$ cat config.mk
export PLATFORM = sky130hd
export DESIGN_NAME = zdis_top
export DESIGN_NICKNAME = d
export VERILOG_FILES = /design/src/rtl/zdis_sel_decode.v /design/src/rtl/zdis_top.v
export VERILOG_INCLUDE_DIRS = /design/src /design/src/rtl
export SDC_FILE = /design/constraint.sdc
export NUM_CORES = 1
export LEC_CHECK = 0
export ABC_AREA = 1
export BUFFER_PORTS_ARGS = -buffer_cell sky130_fd_sc_hd__buf_2
export CAP_MARGIN = 20
export CORE_UTILIZATION = 30
export CTS_CLUSTER_SIZE = 20
export DETAILED_ROUTE_END_ITERATION = 10
export HOLD_SLACK_MARGIN = 0.15
export SLEW_MARGIN = 20
export SYNTH_ARGS = -nofsm -noshare
export SYNTH_HDL_FRONTEND = slang
export SYNTH_SLANG_ARGS = --single-unit
$ cat constraint.sdc
create_clock -name clk_sys -period 1.7 [get_ports clk_sys]
set_clock_uncertainty 0.2 [all_clocks]
set_input_delay 0.085 -clock clk_sys [delete_from_list [all_inputs] [get_ports clk_sys]]
set_output_delay 0.085 -clock clk_sys [all_outputs]
set_load 0.005 [all_outputs]
$ cat src/rtl/zdis_regs.vh
`ifndef ZDIS_REGS_VH
`define ZDIS_REGS_VH
// register byte addresses
`define ZDIS_ADDR_FORCE_LO      16'h013F
`define ZDIS_ADDR_FORCE_HI      16'h0140
`define ZDIS_ADDR_ZD_CTRL       16'h0487
`define ZDIS_ADDR_SRC_CTRL      16'h052A
// field positions
`define ZDIS_ZD_EN_BIT          0
`define ZDIS_ZD_SEL_LSB         1
`define ZDIS_ZD_SEL_MSB         2
`define ZDIS_SRC_BIT            0
// reset values
`define ZDIS_FORCE_RST          12'h000
`define ZDIS_ZD_EN_RST          1'h0
`define ZDIS_ZD_SEL_RST         2'h0
`define ZDIS_SRC_RST            1'h0
// force value that keeps the feedback output on
`define ZDIS_FORCE_FEEDBACK     12'h800
// reserved choice, the feedback input
`define ZDIS_SEL_RESERVED       2'h3
// governing source codes
`define ZDIS_GOV_PINS           2'h0
`define ZDIS_GOV_NORMAL_REG     2'h1
`define ZDIS_GOV_ZD_REG         2'h2
`define ZDIS_GOV_AUTO           2'h3
`endif

$ cat src/rtl/zdis_sel_decode.v
`timescale 1ns/100ps
// turns a two-bit choice into a one-hot reference select
module zdis_sel_decode
(
    choice,
    valid,
    onehot
);
    input  wire [1:0] choice;
    input  wire       valid;
    output wire [2:0] onehot;

    // one enable per usable reference; reserved code selects none
    genvar i;
    generate
        for (i = 0; i < 3; i = i + 1)
        begin : g_ref
            localparam [1:0] CODE = i;
            assign onehot[i] = valid & (choice == CODE);
        end
    endgenerate
endmodule

$ cat src/rtl/zdis_top.v
// Behaviour
// zero-delay only when enable bit set, default off
// zero-delay opens internal feedback path
// zero-delay choice manual: pins or register field
// source bit picks pins (0) or register (1)
// register mode ignores normal select register
// field decodes 0,1,2 to inputs; 3 reserved
// field applies only when enable and source set
// no hitless switching during zero-delay
// force 0x000 none, 0x800 keeps feedback output
// auto off: pins or register per bits
// auto switching enable overrides pins and both registers for the choice; code overrides only the choice, not zero-delay
// software avoids reserved field value three
`timescale 1ns/100ps
`include "zdis_regs.vh"
module zdis_top
(
    clk_sys,
    reset,
    reg_wr,
    reg_rd,
    reg_addr,
    reg_wdata,
    reg_rdata,
    input_choice_pin_hi,
    input_choice_pin_lo,
    normal_input_choice,
    auto_input_switch_enable,
    auto_input_choice,
    zero_delay_operation,
    internal_feedback_open,
    hitless_switch_allow,
    ref_select,
    ref_select_valid,
    governing_source,
    feedback_output_force,
    output_force_mask
);
    // clock and reset
    input  wire        clk_sys;
    input  wire        reset;

    // byte register port
    input  wire        reg_wr;
    input  wire        reg_rd;
    input  wire [15:0] reg_addr;
    input  wire [7:0]  reg_wdata;
    output reg  [7:0]  reg_rdata;

    // select pins and outside selectors
    input  wire        input_choice_pin_hi;
    input  wire        input_choice_pin_lo;
    input  wire [1:0]  normal_input_choice;
    input  wire        auto_input_switch_enable;
    input  wire [1:0]  auto_input_choice;

    // control outputs
    output reg         zero_delay_operation;
    output reg         internal_feedback_open;
    output reg         hitless_switch_allow;
    output reg  [2:0]  ref_select;
    output reg         ref_select_valid;
    output reg  [1:0]  governing_source;
    output reg         feedback_output_force;
    output reg  [11:0] output_force_mask;

    // configuration registers
    reg  [11:0] output_force_on_r;
    reg         zero_delay_enable_r;
    reg  [1:0]  zero_delay_input_choice_r;
    reg         input_choice_source_r;

    reg  [1:0]  gov_nxt;
    reg  [1:0]  choice_nxt;
    reg         valid_nxt;
    reg  [7:0]  rdata_nxt;
    wire [2:0]  onehot;
    wire [1:0]  pin_choice;

    // the two select pins form the manual choice code
    assign pin_choice = {input_choice_pin_hi, input_choice_pin_lo};

    // force field, each byte written on its own
    always @(posedge clk_sys)
    begin
        if (reset)
        begin
            output_force_on_r <= `ZDIS_FORCE_RST;
        end
        else if (reg_wr && reg_addr == `ZDIS_ADDR_FORCE_LO)
        begin
            output_force_on_r[7:0] <= reg_wdata;
        end
        else if (reg_wr && reg_addr == `ZDIS_ADDR_FORCE_HI)
        begin
            output_force_on_r[11:8] <= reg_wdata[3:0]; // upper bits dropped
        end
    end

    // zero-delay enable, off after reset
    always @(posedge clk_sys)
    begin
        if (reset)
        begin
            zero_delay_enable_r <= `ZDIS_ZD_EN_RST;
        end
        else if (reg_wr && reg_addr == `ZDIS_ADDR_ZD_CTRL)
        begin
            zero_delay_enable_r <= reg_wdata[`ZDIS_ZD_EN_BIT];
        end
    end

    // zero-delay choice field shares the enable byte
    always @(posedge clk_sys)
    begin
        if (reset)
        begin
            zero_delay_input_choice_r <= `ZDIS_ZD_SEL_RST;
        end
        else if (reg_wr && reg_addr == `ZDIS_ADDR_ZD_CTRL)
        begin
            zero_delay_input_choice_r <= reg_wdata[`ZDIS_ZD_SEL_MSB:`ZDIS_ZD_SEL_LSB];
        end
    end

    // choice source bit: pins or register field
    always @(posedge clk_sys)
    begin
        if (reset)
        begin
            input_choice_source_r <= `ZDIS_SRC_RST;
        end
        else if (reg_wr && reg_addr == `ZDIS_ADDR_SRC_CTRL)
        begin
            input_choice_source_r <= reg_wdata[`ZDIS_SRC_BIT];
        end
    end

    // read data mux; unmapped and reserved bits read zero
    always @*
    begin
        rdata_nxt = 8'h00;
        if (reg_addr == `ZDIS_ADDR_FORCE_LO)
            rdata_nxt = output_force_on_r[7:0];
        else if (reg_addr == `ZDIS_ADDR_FORCE_HI)
            rdata_nxt = {4'h0, output_force_on_r[11:8]};
        else if (reg_addr == `ZDIS_ADDR_ZD_CTRL)
            rdata_nxt = {5'h00, zero_delay_input_choice_r, zero_delay_enable_r};
        else if (reg_addr == `ZDIS_ADDR_SRC_CTRL)
            rdata_nxt = {7'h00, input_choice_source_r};
        else
            rdata_nxt = 8'h00;
    end

    // read data taken on the strobe, held until the next read
    always @(posedge clk_sys)
    begin
        if (reset)
            reg_rdata <= 8'h00;
        else if (reg_rd)
            reg_rdata <= rdata_nxt;
    end

    // which source governs the reference choice
    always @*
    begin
        gov_nxt = `ZDIS_GOV_PINS;
        if (auto_input_switch_enable)
            gov_nxt = `ZDIS_GOV_AUTO;
        else if (!input_choice_source_r)
            gov_nxt = `ZDIS_GOV_PINS;
        else if (zero_delay_enable_r)
            gov_nxt = `ZDIS_GOV_ZD_REG;
        else
            gov_nxt = `ZDIS_GOV_NORMAL_REG;
    end

    // choice code taken from the governing source
    always @*
    begin
        choice_nxt = pin_choice;
        if (gov_nxt == `ZDIS_GOV_AUTO)
            choice_nxt = auto_input_choice;
        else if (gov_nxt == `ZDIS_GOV_ZD_REG)
            choice_nxt = zero_delay_input_choice_r;
        else if (gov_nxt == `ZDIS_GOV_NORMAL_REG)
            choice_nxt = normal_input_choice;
        else
            choice_nxt = pin_choice;
    end

    // reserved code is the feedback input: no valid reference
    always @*
    begin
        valid_nxt = 1'b1;
        if (choice_nxt == `ZDIS_SEL_RESERVED)
            valid_nxt = 1'b0;
    end

    zdis_sel_decode u_dec
    (
        .choice (choice_nxt),
        .valid  (valid_nxt),
        .onehot (onehot)
    );

    // zero-delay state, one cycle behind the enable bit
    always @(posedge clk_sys)
    begin
        if (reset)
        begin
            zero_delay_operation <= 1'b0;
        end
        else
        begin
            zero_delay_operation <= zero_delay_enable_r;
        end
    end

    // internal loop opened while in zero-delay
    always @(posedge clk_sys)
    begin
        if (reset)
        begin
            internal_feedback_open <= 1'b0;
        end
        else
        begin
            internal_feedback_open <= zero_delay_enable_r;
        end
    end

    // hitless switching barred in zero-delay
    always @(posedge clk_sys)
    begin
        if (reset)
        begin
            hitless_switch_allow <= 1'b1;
        end
        else
        begin
            hitless_switch_allow <= ~zero_delay_enable_r;
        end
    end

    // one-hot reference select, input 0 after reset
    always @(posedge clk_sys)
    begin
        if (reset)
        begin
            ref_select <= 3'h1;
        end
        else
        begin
            ref_select <= onehot;
        end
    end

    // low when the chosen code names no reference
    always @(posedge clk_sys)
    begin
        if (reset)
        begin
            ref_select_valid <= 1'b1;
        end
        else
        begin
            ref_select_valid <= valid_nxt;
        end
    end

    // governing source code for the outside
    always @(posedge clk_sys)
    begin
        if (reset)
        begin
            governing_source <= `ZDIS_GOV_PINS;
        end
        else
        begin
            governing_source <= gov_nxt;
        end
    end

    // feedback output kept on by the top force bit
    always @(posedge clk_sys)
    begin
        if (reset)
        begin
            feedback_output_force <= 1'b0;
        end
        else
        begin
            feedback_output_force <= output_force_on_r[11];
        end
    end

    // full force field copied out
    always @(posedge clk_sys)
    begin
        if (reset)
        begin
            output_force_mask <= `ZDIS_FORCE_RST;
        end
        else
        begin
            output_force_mask <= output_force_on_r;
        end
    end
endmodule

==> flow_summary.toml, run 1 <==
[critical_path]
end_kind = "flop"
crit_path_frequent_cell = "dlygate4sd3_1"
cp.arrival_ps = 1610
critPathTopFamily = "buffers and inverters"
startpoint_type = "input pin"
max_stage_delay_ps = 550
cp_max_fo = 14
cp_cell_sequence = "dlygate4sd3_1, buf_2, o21ai_0, a21oi_1, dlygate4sd3_1"
criticalPathCategory = "in2reg"
slowest_stage = "dlygate4sd3_1"
cp.required_ps = 1690
path_buf_inv = 3

[timing]
fmax_ghz = 0.619
slew_headroom = 0.363
final_hold_viol_count = 0
setup_viol = 0
fin_crit_ps = 1620
fin_tns_setup_ps = 0
tightest_slew_ps = 955
slew_viol_final = 0
period_share = 0.951
rsz0062_at_grt = "no"

[final_layout]
drive_above_1_share = 0.271
mostFrequentLayoutCell = "buf_2"
area_delta_synth_final_pct = 51.3
insertedDiodeCount = 0
final_nets = 384
mostFrequentLayoutCells = "64 x buf_2, 45 x nand2_1, 44 x dfxtp_1"

[clock_tree]
cts_inserted_buffers = 5
clockRootBuffer = "clkbuf_8"
cts_buffer_depth = 2
cts_tree = "done"
cts_sinks = 44
path_clk_slew_ps = 90
insertion_delay_ps = 300
htreeDepth = 2

[floorplanning]
fp.dieW_um = 79.7
rows = 27
io_pins = 65
die_y_um = 79.7
start_util = 0.319
core_area_mm2 = 0.00568
dieArea_mm2 = 0.00635

[global_routing]
grt_pass1_wl_um = 7580
antenna_found_initial = 0
grt_overflow = 0
grt.total_usage = 0.155
grt_pass1_vias = 1680
grt_max_degree = 25

[hold_path]
hold_path.class = "in2reg"

[detailed_routing]
drc = 0
vias = 1852
first_pass_iters = 4
wirelength_um = 4660
routedWlPerCell_um = 11.0
drtAntennaViolNets = 0
drtIter0Drc = 91
vias_per_cell = 4.39

[power]
max-vdd-ir-drop_uv = 296
powerDensity_mw_per_mm2 = 764
cellLeakagePower_nw = 1.25
finalPower_mw = 2.09

[synthesis]
avgSynthCellArea_um2 = 7.45
synth_seq_cells = 44
syn_inst = 243
yosysWarnings = 0
yosysSeqAreaShare = 0.487
synth_area_mm2 = 0.00181
ys_types = 27
synth_nets = 278

[placed_design]
io_buffer_count = 64
gp_congestion = 0.751
dpl.hpwl_um = 3060

[outcome]
status = "completed"

[job]
maxCapViolations = 0
[stage by stage]
stage	setup WS, ps	util	cell area [µm²]	std cells	hold WS [ps]
final	84.1	0.482	2740	422	165
after global placement	259	0.386	2190	373	148
after CTS	16.4	0.478	2710	421	161
after detailed placement	230	0.386	2190	373	151
after global routing	8.17	0.482	2740	422	197
after floorplan	371	-	1810	243	19.0
[worst paths after layout]
kind                                           end  depth (start not counted)                               start  slack [ps]
setup / recovery         reg_rdata[5]$_SDFFE_PP0P_                          5                              reg_rd          80
hold / removal           reg_rdata[2]$_SDFFE_PP0P_                          8                         reg_addr[8]         160
setup reg to reg          ref_select[1]$_SDFF_PP0_                          9    zero_delay_enable_r$_SDFFE_PP0P_         210
hold reg to reg   output_force_mask[10]$_SDFF_PP0_                          2  output_force_on_r[10]$_SDFFE_PP0P_         250
[sequential cells by signal (all words and copies together), names as in the netlist, 2 cells and up]
register                   flops
output_force_on_r             12
ref_select                     3
reg_rdata                      8
zero_delay_input_choice_r      2
output_force_mask             11
governing_source               2
[worst min-delay path, delay by kind of cell]
family / cells / cell delay (ps)
AO/OA/AOI/OAI: 1 / 50
AND/OR/NAND/NOR: 6 / 400
buffers and inverters: 1 / 80
[cell type report]
| cell class | count | area, µm² |
|---|---|---|
| inverters | 34 | 134 |
| repair buffers | 107 | 753 |
| well taps | 72 | 90.1 |
| multi-input cells | 157 | 758 |
| clock buffers | 6 | 82.6 |
| fillers | 580 | 2940 |
| clock inverters | 2 | 38.8 |
| flip-flops and latches | 44 | 881 |
[where the power goes]
group / switching, mW / leakage (nW) / internal, mW / total, mW
registers: 0.00393 / 0.357 / 1.04 / 1.05
logic: 0.0966 / 0.837 / 0.100 / 0.197
clock network: 0.367 / 0.0614 / 0.481 / 0.848
total: 0.468 / 1.25 / 1.62 / 2.09
[cell families (layout without fill, tap and decap cells)]
logic type,Yosys count,after routing,synth area share
buffers and inverters,42,149,0.0996
AND/OR/NAND/NOR,114,114,0.281
flip-flops,44,44,0.487
AO/OA/AOI/OAI,43,43,0.132
[cells in the mapped netlist (all sizes together)]
library cell	number	area (µm²)
nand2	50	210
a22o	2	17.5
a31oi	1	6.26
clkinv	1	5.00
nor4	1	6.26
nand3	15	75.1
nor2	42	175
o21ai	16	87.6
buf	4	31.3
a21oi	24	128
nor3	2	15.0
and2	1	8.76
inv	33	129
clkbuf	4	15.0
dfxtp	44	881
nand4	3	18.8
[timing repair]
action / in CTS / in global routing
gates resized for setup: 0 / 8
hold buffers: 40 / 0
endpoints found under the setup margin: 0 / 22
setup buffers: 0 / 1
hold endpoints to repair: 44 / 0
[per-layer routing]
layer | part of all wire | global-route usage | vias to the layer above
met1 | 0.47 | 0.198 | 814
met5 | 0 | 0 | -
li1 | - | - | 972
met2 | 0.46 | 0.252 | 56
met4 | 0.022 | 0.0655 | 0
met3 | 0.044 | 0.0320 | 10
Power figures use the tool's default switching activity.
==> run 2, diff against run 1 <==
Settings changed: SETUP_SLACK_MARGIN set to 0.3.
==> run 2 against run 1 <==
Effect of this change:
- the run now ends with negative hold slack left
- cell count is 1.9% lower
- non-clock buffer count is 8 lower
- power is 0.41% lower
- combinational power is 5% lower
- first-iteration DRC count is 7.7% lower
- critical path depth is 1 lower
- flip-flop and latch count stayed put
- critical endpoint is now internal_feedback_open$_SDFF_PP0_
- largest cell class unchanged
- largest power group unchanged
==> flow_summary.toml, run 2 (synthesis results as in run 1) <==
[critical_path]
startpoint_type = "input pin"
cp_cell_sequence = "buf_2, buf_4, dlygate4sd3_1, nor2_1"
cp.depth = 4
cp_max_fo = 13
cp.arrival_ps = 1420
criticalPathCategory = "in2reg"
reg2reg_depth = 9
cp.required_ps = 1670
max_stage_delay_ps = 920
path_buf_inv = 3
critPathTopFamily = "buffers and inverters"
slowest_stage = "dlygate4sd3_1"
end_kind = "flop"

[floorplanning]
rows = 27
die_y_um = 79.7
dieArea_mm2 = 0.00635
start_util = 0.319
io_pins = 65
core_area_mm2 = 0.00568
fp.dieW_um = 79.7

[detailed_routing]
vias = 1807
drc = 0
wirelength_um = 4400
drtIter0Drc = 84
drtAntennaViolNets = 0
routedWlPerCell_um = 10.6
vias_per_cell = 4.36
first_pass_iters = 4

[timing]
rsz0062_at_grt = "yes"
tightest_slew_ps = 539
slew_headroom = 0.639
period_share = 0.852
final_hold_viol_count = 1
fin_tns_setup_ps = 0
slew_viol_final = 0
fmax_ghz = 0.690
fin_crit_ps = 1450
whs_ps = -2.04
setup_viol = 0

[clock_tree]
cts_inserted_buffers = 5
htreeDepth = 2
cts_buffer_depth = 2
cts_sinks = 44
insertion_delay_ps = 300
clockRootBuffer = "clkbuf_8"
cts_tree = "done"
path_clk_slew_ps = 80

[final_layout]
top_register = "output_force_on_r"
insertedDiodeCount = 0
nFillCells = 594
final_nets = 376
register_area_um2 = 886
fin_cells = 414
finish.utilization = 0.470
stdcell_area_mm2 = 0.00267
mostFrequentLayoutCells = "64 x buf_2, 44 x nand2_1, 42 x dfxtp_1"
area_delta_synth_final_pct = 47.3
largest_reg_flops = 12
mostFrequentLayoutCell = "buf_2"
multi_input_area_um2 = 768
drive_above_1_share = 0.292
top_regs = "output_force_on_r: 12 flops, output_force_mask: 11 flops, reg_rdata: 8 flops"

[hold_path]
hold_path.class = "in2reg"
min_path_cells = 6

[placed_design]
dp_cells = 373
io_buffer_count = 64
placed_area_mm2 = 0.00219
gp_congestion = 0.751
dpl.hpwl_um = 3060

[power]
cellLeakagePower_nw = 1.25
finalPower_mw = 2.08
powerDensity_mw_per_mm2 = 782
max-vdd-ir-drop_uv = 292

[global_routing]
grt_max_degree = 26
grt_pass1_vias = 1536
grt.total_usage = 0.141
antenna_found_initial = 0
grt_pass1_wl_um = 6890
grt_overflow = 0

[outcome]
status = "finished with violations"
violations = "negative hold slack"

[job]
maxCapViolations = 0
run 2: what timing repair did:
item	4_1_cts	5_1_grt
setup buffers	0	1
endpoints found under the setup margin	4	4
hold buffers	29	3
endpoints found under the hold margin	44	16
cloned	0	0
resized for setup	7	4
pin swaps	1	3
run 2: cell type report:
class	instances	share of cell area
Timing Repair Buffer	99	0.249
Clock inverter	2	0.0146
Clock buffer	6	0.0310
Sequential cell	44	0.332
Inverter	34	0.0512
Multi-Input combinational cell	157	0.288
Tap cell	72	0.0338
run 2: path summary, 6_finish.rpt:
check / slack, ps / startpoint / endpoint
max: 250 / reset / internal_feedback_open$_SDFF_PP0_
min: -2 / reg_addr[9] / input_choice_source_r$_SDFFE_PP0P_
max reg2reg: 320 / zero_delay_enable_r$_SDFFE_PP0P_ / ref_select[1]$_SDFF_PP0_
min reg2reg: 260 / output_force_on_r[7]$_SDFFE_PP0P_ / reg_rdata[7]$_SDFFE_PP0P_
run 2: stage by stage:
stage	setup slack [ps]	hold slack [ps]
final	251	-2.04
after global routing	199	22.6
after CTS	318	0.180
after detailed placement	230	151
after global placement	259	148
after floorplan	371	19.0
run 2: worst reg2reg max path: cells and delay by family (launching register included):
family	cells	cell delay [ps]
and+or+nand+nor	4	300
buffers and inverters	3	200
AOI/OAI and AO/OA	2	240
DFF	1	370
run 2: report_power, final:
part | switching, mW | internal, mW
logic | 0.0948 | 0.0930
clock network | 0.369 | 0.481
registers | 0.00395 | 1.04
total | 0.468 | 1.62
run 2: layer usage:
metal / GRT usage / up-vias / share of wire / wire (µm)
li1: - / 964 / - / -
met1: 0.178 / 787 / 0.48 / 2090
met2: 0.231 / 50 / 0.46 / 2040
met3: 0.0309 / 6 / 0.049 / 215
met4: 0.0545 / 0 / 0.013 / 57
met5: 0 / - / 0 / 0
==> run 3, diff against run 2 <==
Settings changed: RECOVER_POWER set to 100.
==> run 3 against run 2 <==
Effect of this change:
- the flow still finishes with violations (negative hold slack)
- register-to-register slack got worse by 70 ps
- flip-flop and latch count did not move
- global-route usage did not move
- wire length rose by 0.82%
- design area fell by 1.2%
- clock power barely moved
- non-clock buffer count did not move
- die area did not move
- hold slack got worse by 1.6 ps
- critical endpoint is now ref_select[1]$_SDFF_PP0_
- largest power group unchanged
==> flow_summary.toml, run 3 (synthesis results as in run 1) <==
[outcome]
status = "finished with violations"
violations = "negative hold slack"

[critical_path]
cp.arrival_ps = 1480
reg2reg_depth = 9
startpoint_type = "flop"
max_stage_delay_ps = 370
slowest_stage = "dfxtp_4"
end_kind = "flop"
criticalPathCategory = "reg2reg"
r2r-start = "zero_delay_enable_r$_SDFFE_PP0P_"
cp_max_fo = 4
cp.depth = 9
cp_cell_sequence = "inv_4, nand2_4, nor2_4, nand2_1, o21ai_1, inv_1, a21oi_1, inv_2, nor3_2"
r2r-end = "ref_select[1]$_SDFF_PP0_"
r2r_slack_ps = 250
cp.required_ps = 1730
critPathTopFamily = "flip-flops"
path_buf_inv = 3

[final_layout]
top_regs = "output_force_on_r: 12 flops, output_force_mask: 11 flops, reg_rdata: 8 flops"
insertedDiodeCount = 0
nFillCells = 605
fin_cells = 414
multi_input_area_um2 = 757
register_area_um2 = 886
drive_above_1_share = 0.237
area_delta_synth_final_pct = 45.6
final_nets = 376
mostFrequentLayoutCell = "buf_2"
mostFrequentLayoutCells = "48 x buf_2, 44 x nand2_1, 42 x dfxtp_1"
top_register = "output_force_on_r"
largest_reg_flops = 12

[floorplanning]
io_pins = 65
die_y_um = 79.7
fp.dieW_um = 79.7
start_util = 0.319
rows = 27
core_area_mm2 = 0.00568
dieArea_mm2 = 0.00635

[detailed_routing]
routedWlPerCell_um = 10.7
first_pass_iters = 4
drtIter0Drc = 78
drc = 0
vias_per_cell = 4.36
wirelength_um = 4440
vias = 1806
drtAntennaViolNets = 0

[hold_path]
min_path_cells = 3
min_from = "auto_input_switch_enable"
holdPathEnd = "governing_source[1]$_SDFF_PP0_"
hold_path.class = "in2reg"

[global_routing]
grt_max_degree = 26
grt_pass1_vias = 1536
grt_pass1_wl_um = 6890
grt_overflow = 0
grt.total_usage = 0.141
antenna_found_initial = 0

[clock_tree]
path_clk_slew_ps = 80
cts_inserted_buffers = 5
cts_tree = "done"
cts_sinks = 44
insertion_delay_ps = 300
clockRootBuffer = "clkbuf_8"
cts_buffer_depth = 2
htreeDepth = 2

[power]
cellLeakagePower_nw = 1.19
power_frac_comb = 0.088
switchingPower_mw = 0.468
powerDensity_mw_per_mm2 = 789
power_frac_seq = 0.503
clockPowerShare = 0.409
swShare = 0.225
max-vdd-ir-drop_uv = 293
p_int_mw = 1.61

[placed_design]
io_buffer_count = 64
dp_cells = 373
gp_congestion = 0.751
dpl.hpwl_um = 3060

[timing]
rsz0062_at_grt = "yes"
fin_crit_ps = 1450
tightest_slew_ps = 531
whs_ps = -3.67
final_hold_viol_count = 2
period_share = 0.852
slew_viol_final = 0
fin_tns_setup_ps = 0
slew_headroom = 0.645
setup_viol = 0
fmax_ghz = 0.690

[job]
maxCapViolations = 0
run 3: power groups by stage:
| stage | Clock, mW | Combinational (mW) | Sequential (mW) |
|---|---|---|---|
| finish | 0.851 | 0.183 | 1.05 |
| floorplan | 0 | 0.0641 | 1.07 |
| CTS | 0.865 | 0.182 | 1.05 |
| detailed placement | 0 | 0.149 | 1.07 |
| global route | 0.914 | 0.203 | 1.05 |
| global placement | 0 | 0.147 | 1.07 |
run 3: final cells by class:
type,count,share of cell area
inverters,34,0.0518
well taps,72,0.0342
flip-flops and latches,44,0.336
clock buffers,6,0.0314
repair buffers,99,0.244
multi-input cells,157,0.287
clock inverters,2,0.0147
run 3: how the worst max path moves through the flow:
stage	slack, ps	start	endpoint
after global placement	260	reg_addr[15]	output_force_on_r[0]$_SDFFE_PP0P_
final	250	zero_delay_enable_r$_SDFFE_PP0P_	ref_select[1]$_SDFF_PP0_
after floorplan	370	zero_delay_enable_r$_SDFFE_PP0P_	ref_select[0]$_SDFF_PP1_
after global routing	130	zero_delay_enable_r$_SDFFE_PP0P_	ref_select[0]$_SDFF_PP1_
after CTS	320	zero_delay_enable_r$_SDFFE_PP0P_	ref_select[1]$_SDFF_PP0_
after detailed placement	230	zero_delay_enable_r$_SDFFE_PP0P_	ref_select[1]$_SDFF_PP0_
run 3: through the flow:
stage	setup WS, ps	utilization	area, µm²	power [mW]	hold WS [ps]
after floorplan	371	-	1810	1.14	19.0
after global placement	259	0.386	2190	1.22	148
after detailed placement	230	0.386	2190	1.22	151
after CTS	318	0.461	2620	2.09	0.180
after global routing	133	0.464	2630	2.16	16.6
final	252	0.464	2630	2.08	-3.67
run 3: tightest hold or removal path: stages:
cell	delay (ps)
buf_2	160
a21oi_1	110
nor2_1	100
run 3: metal layers:
layer / GRT usage / wire length, µm / up-vias
li1: - / - / 963
met1: 0.178 / 2140 / 788
met2: 0.231 / 2030 / 49
met3: 0.0309 / 190 / 6
met4: 0.0545 / 72 / 0
met5: 0 / 0 / -
run 3: repair_timing:
action | CTS | global route
endpoints found under the hold margin | 44 | 16
hold buffers | 29 | 3
setup buffers | 0 | 1
pin swaps | 1 | 3
resized for setup | 7 | 4
setup endpoints to repair | 4 | 4
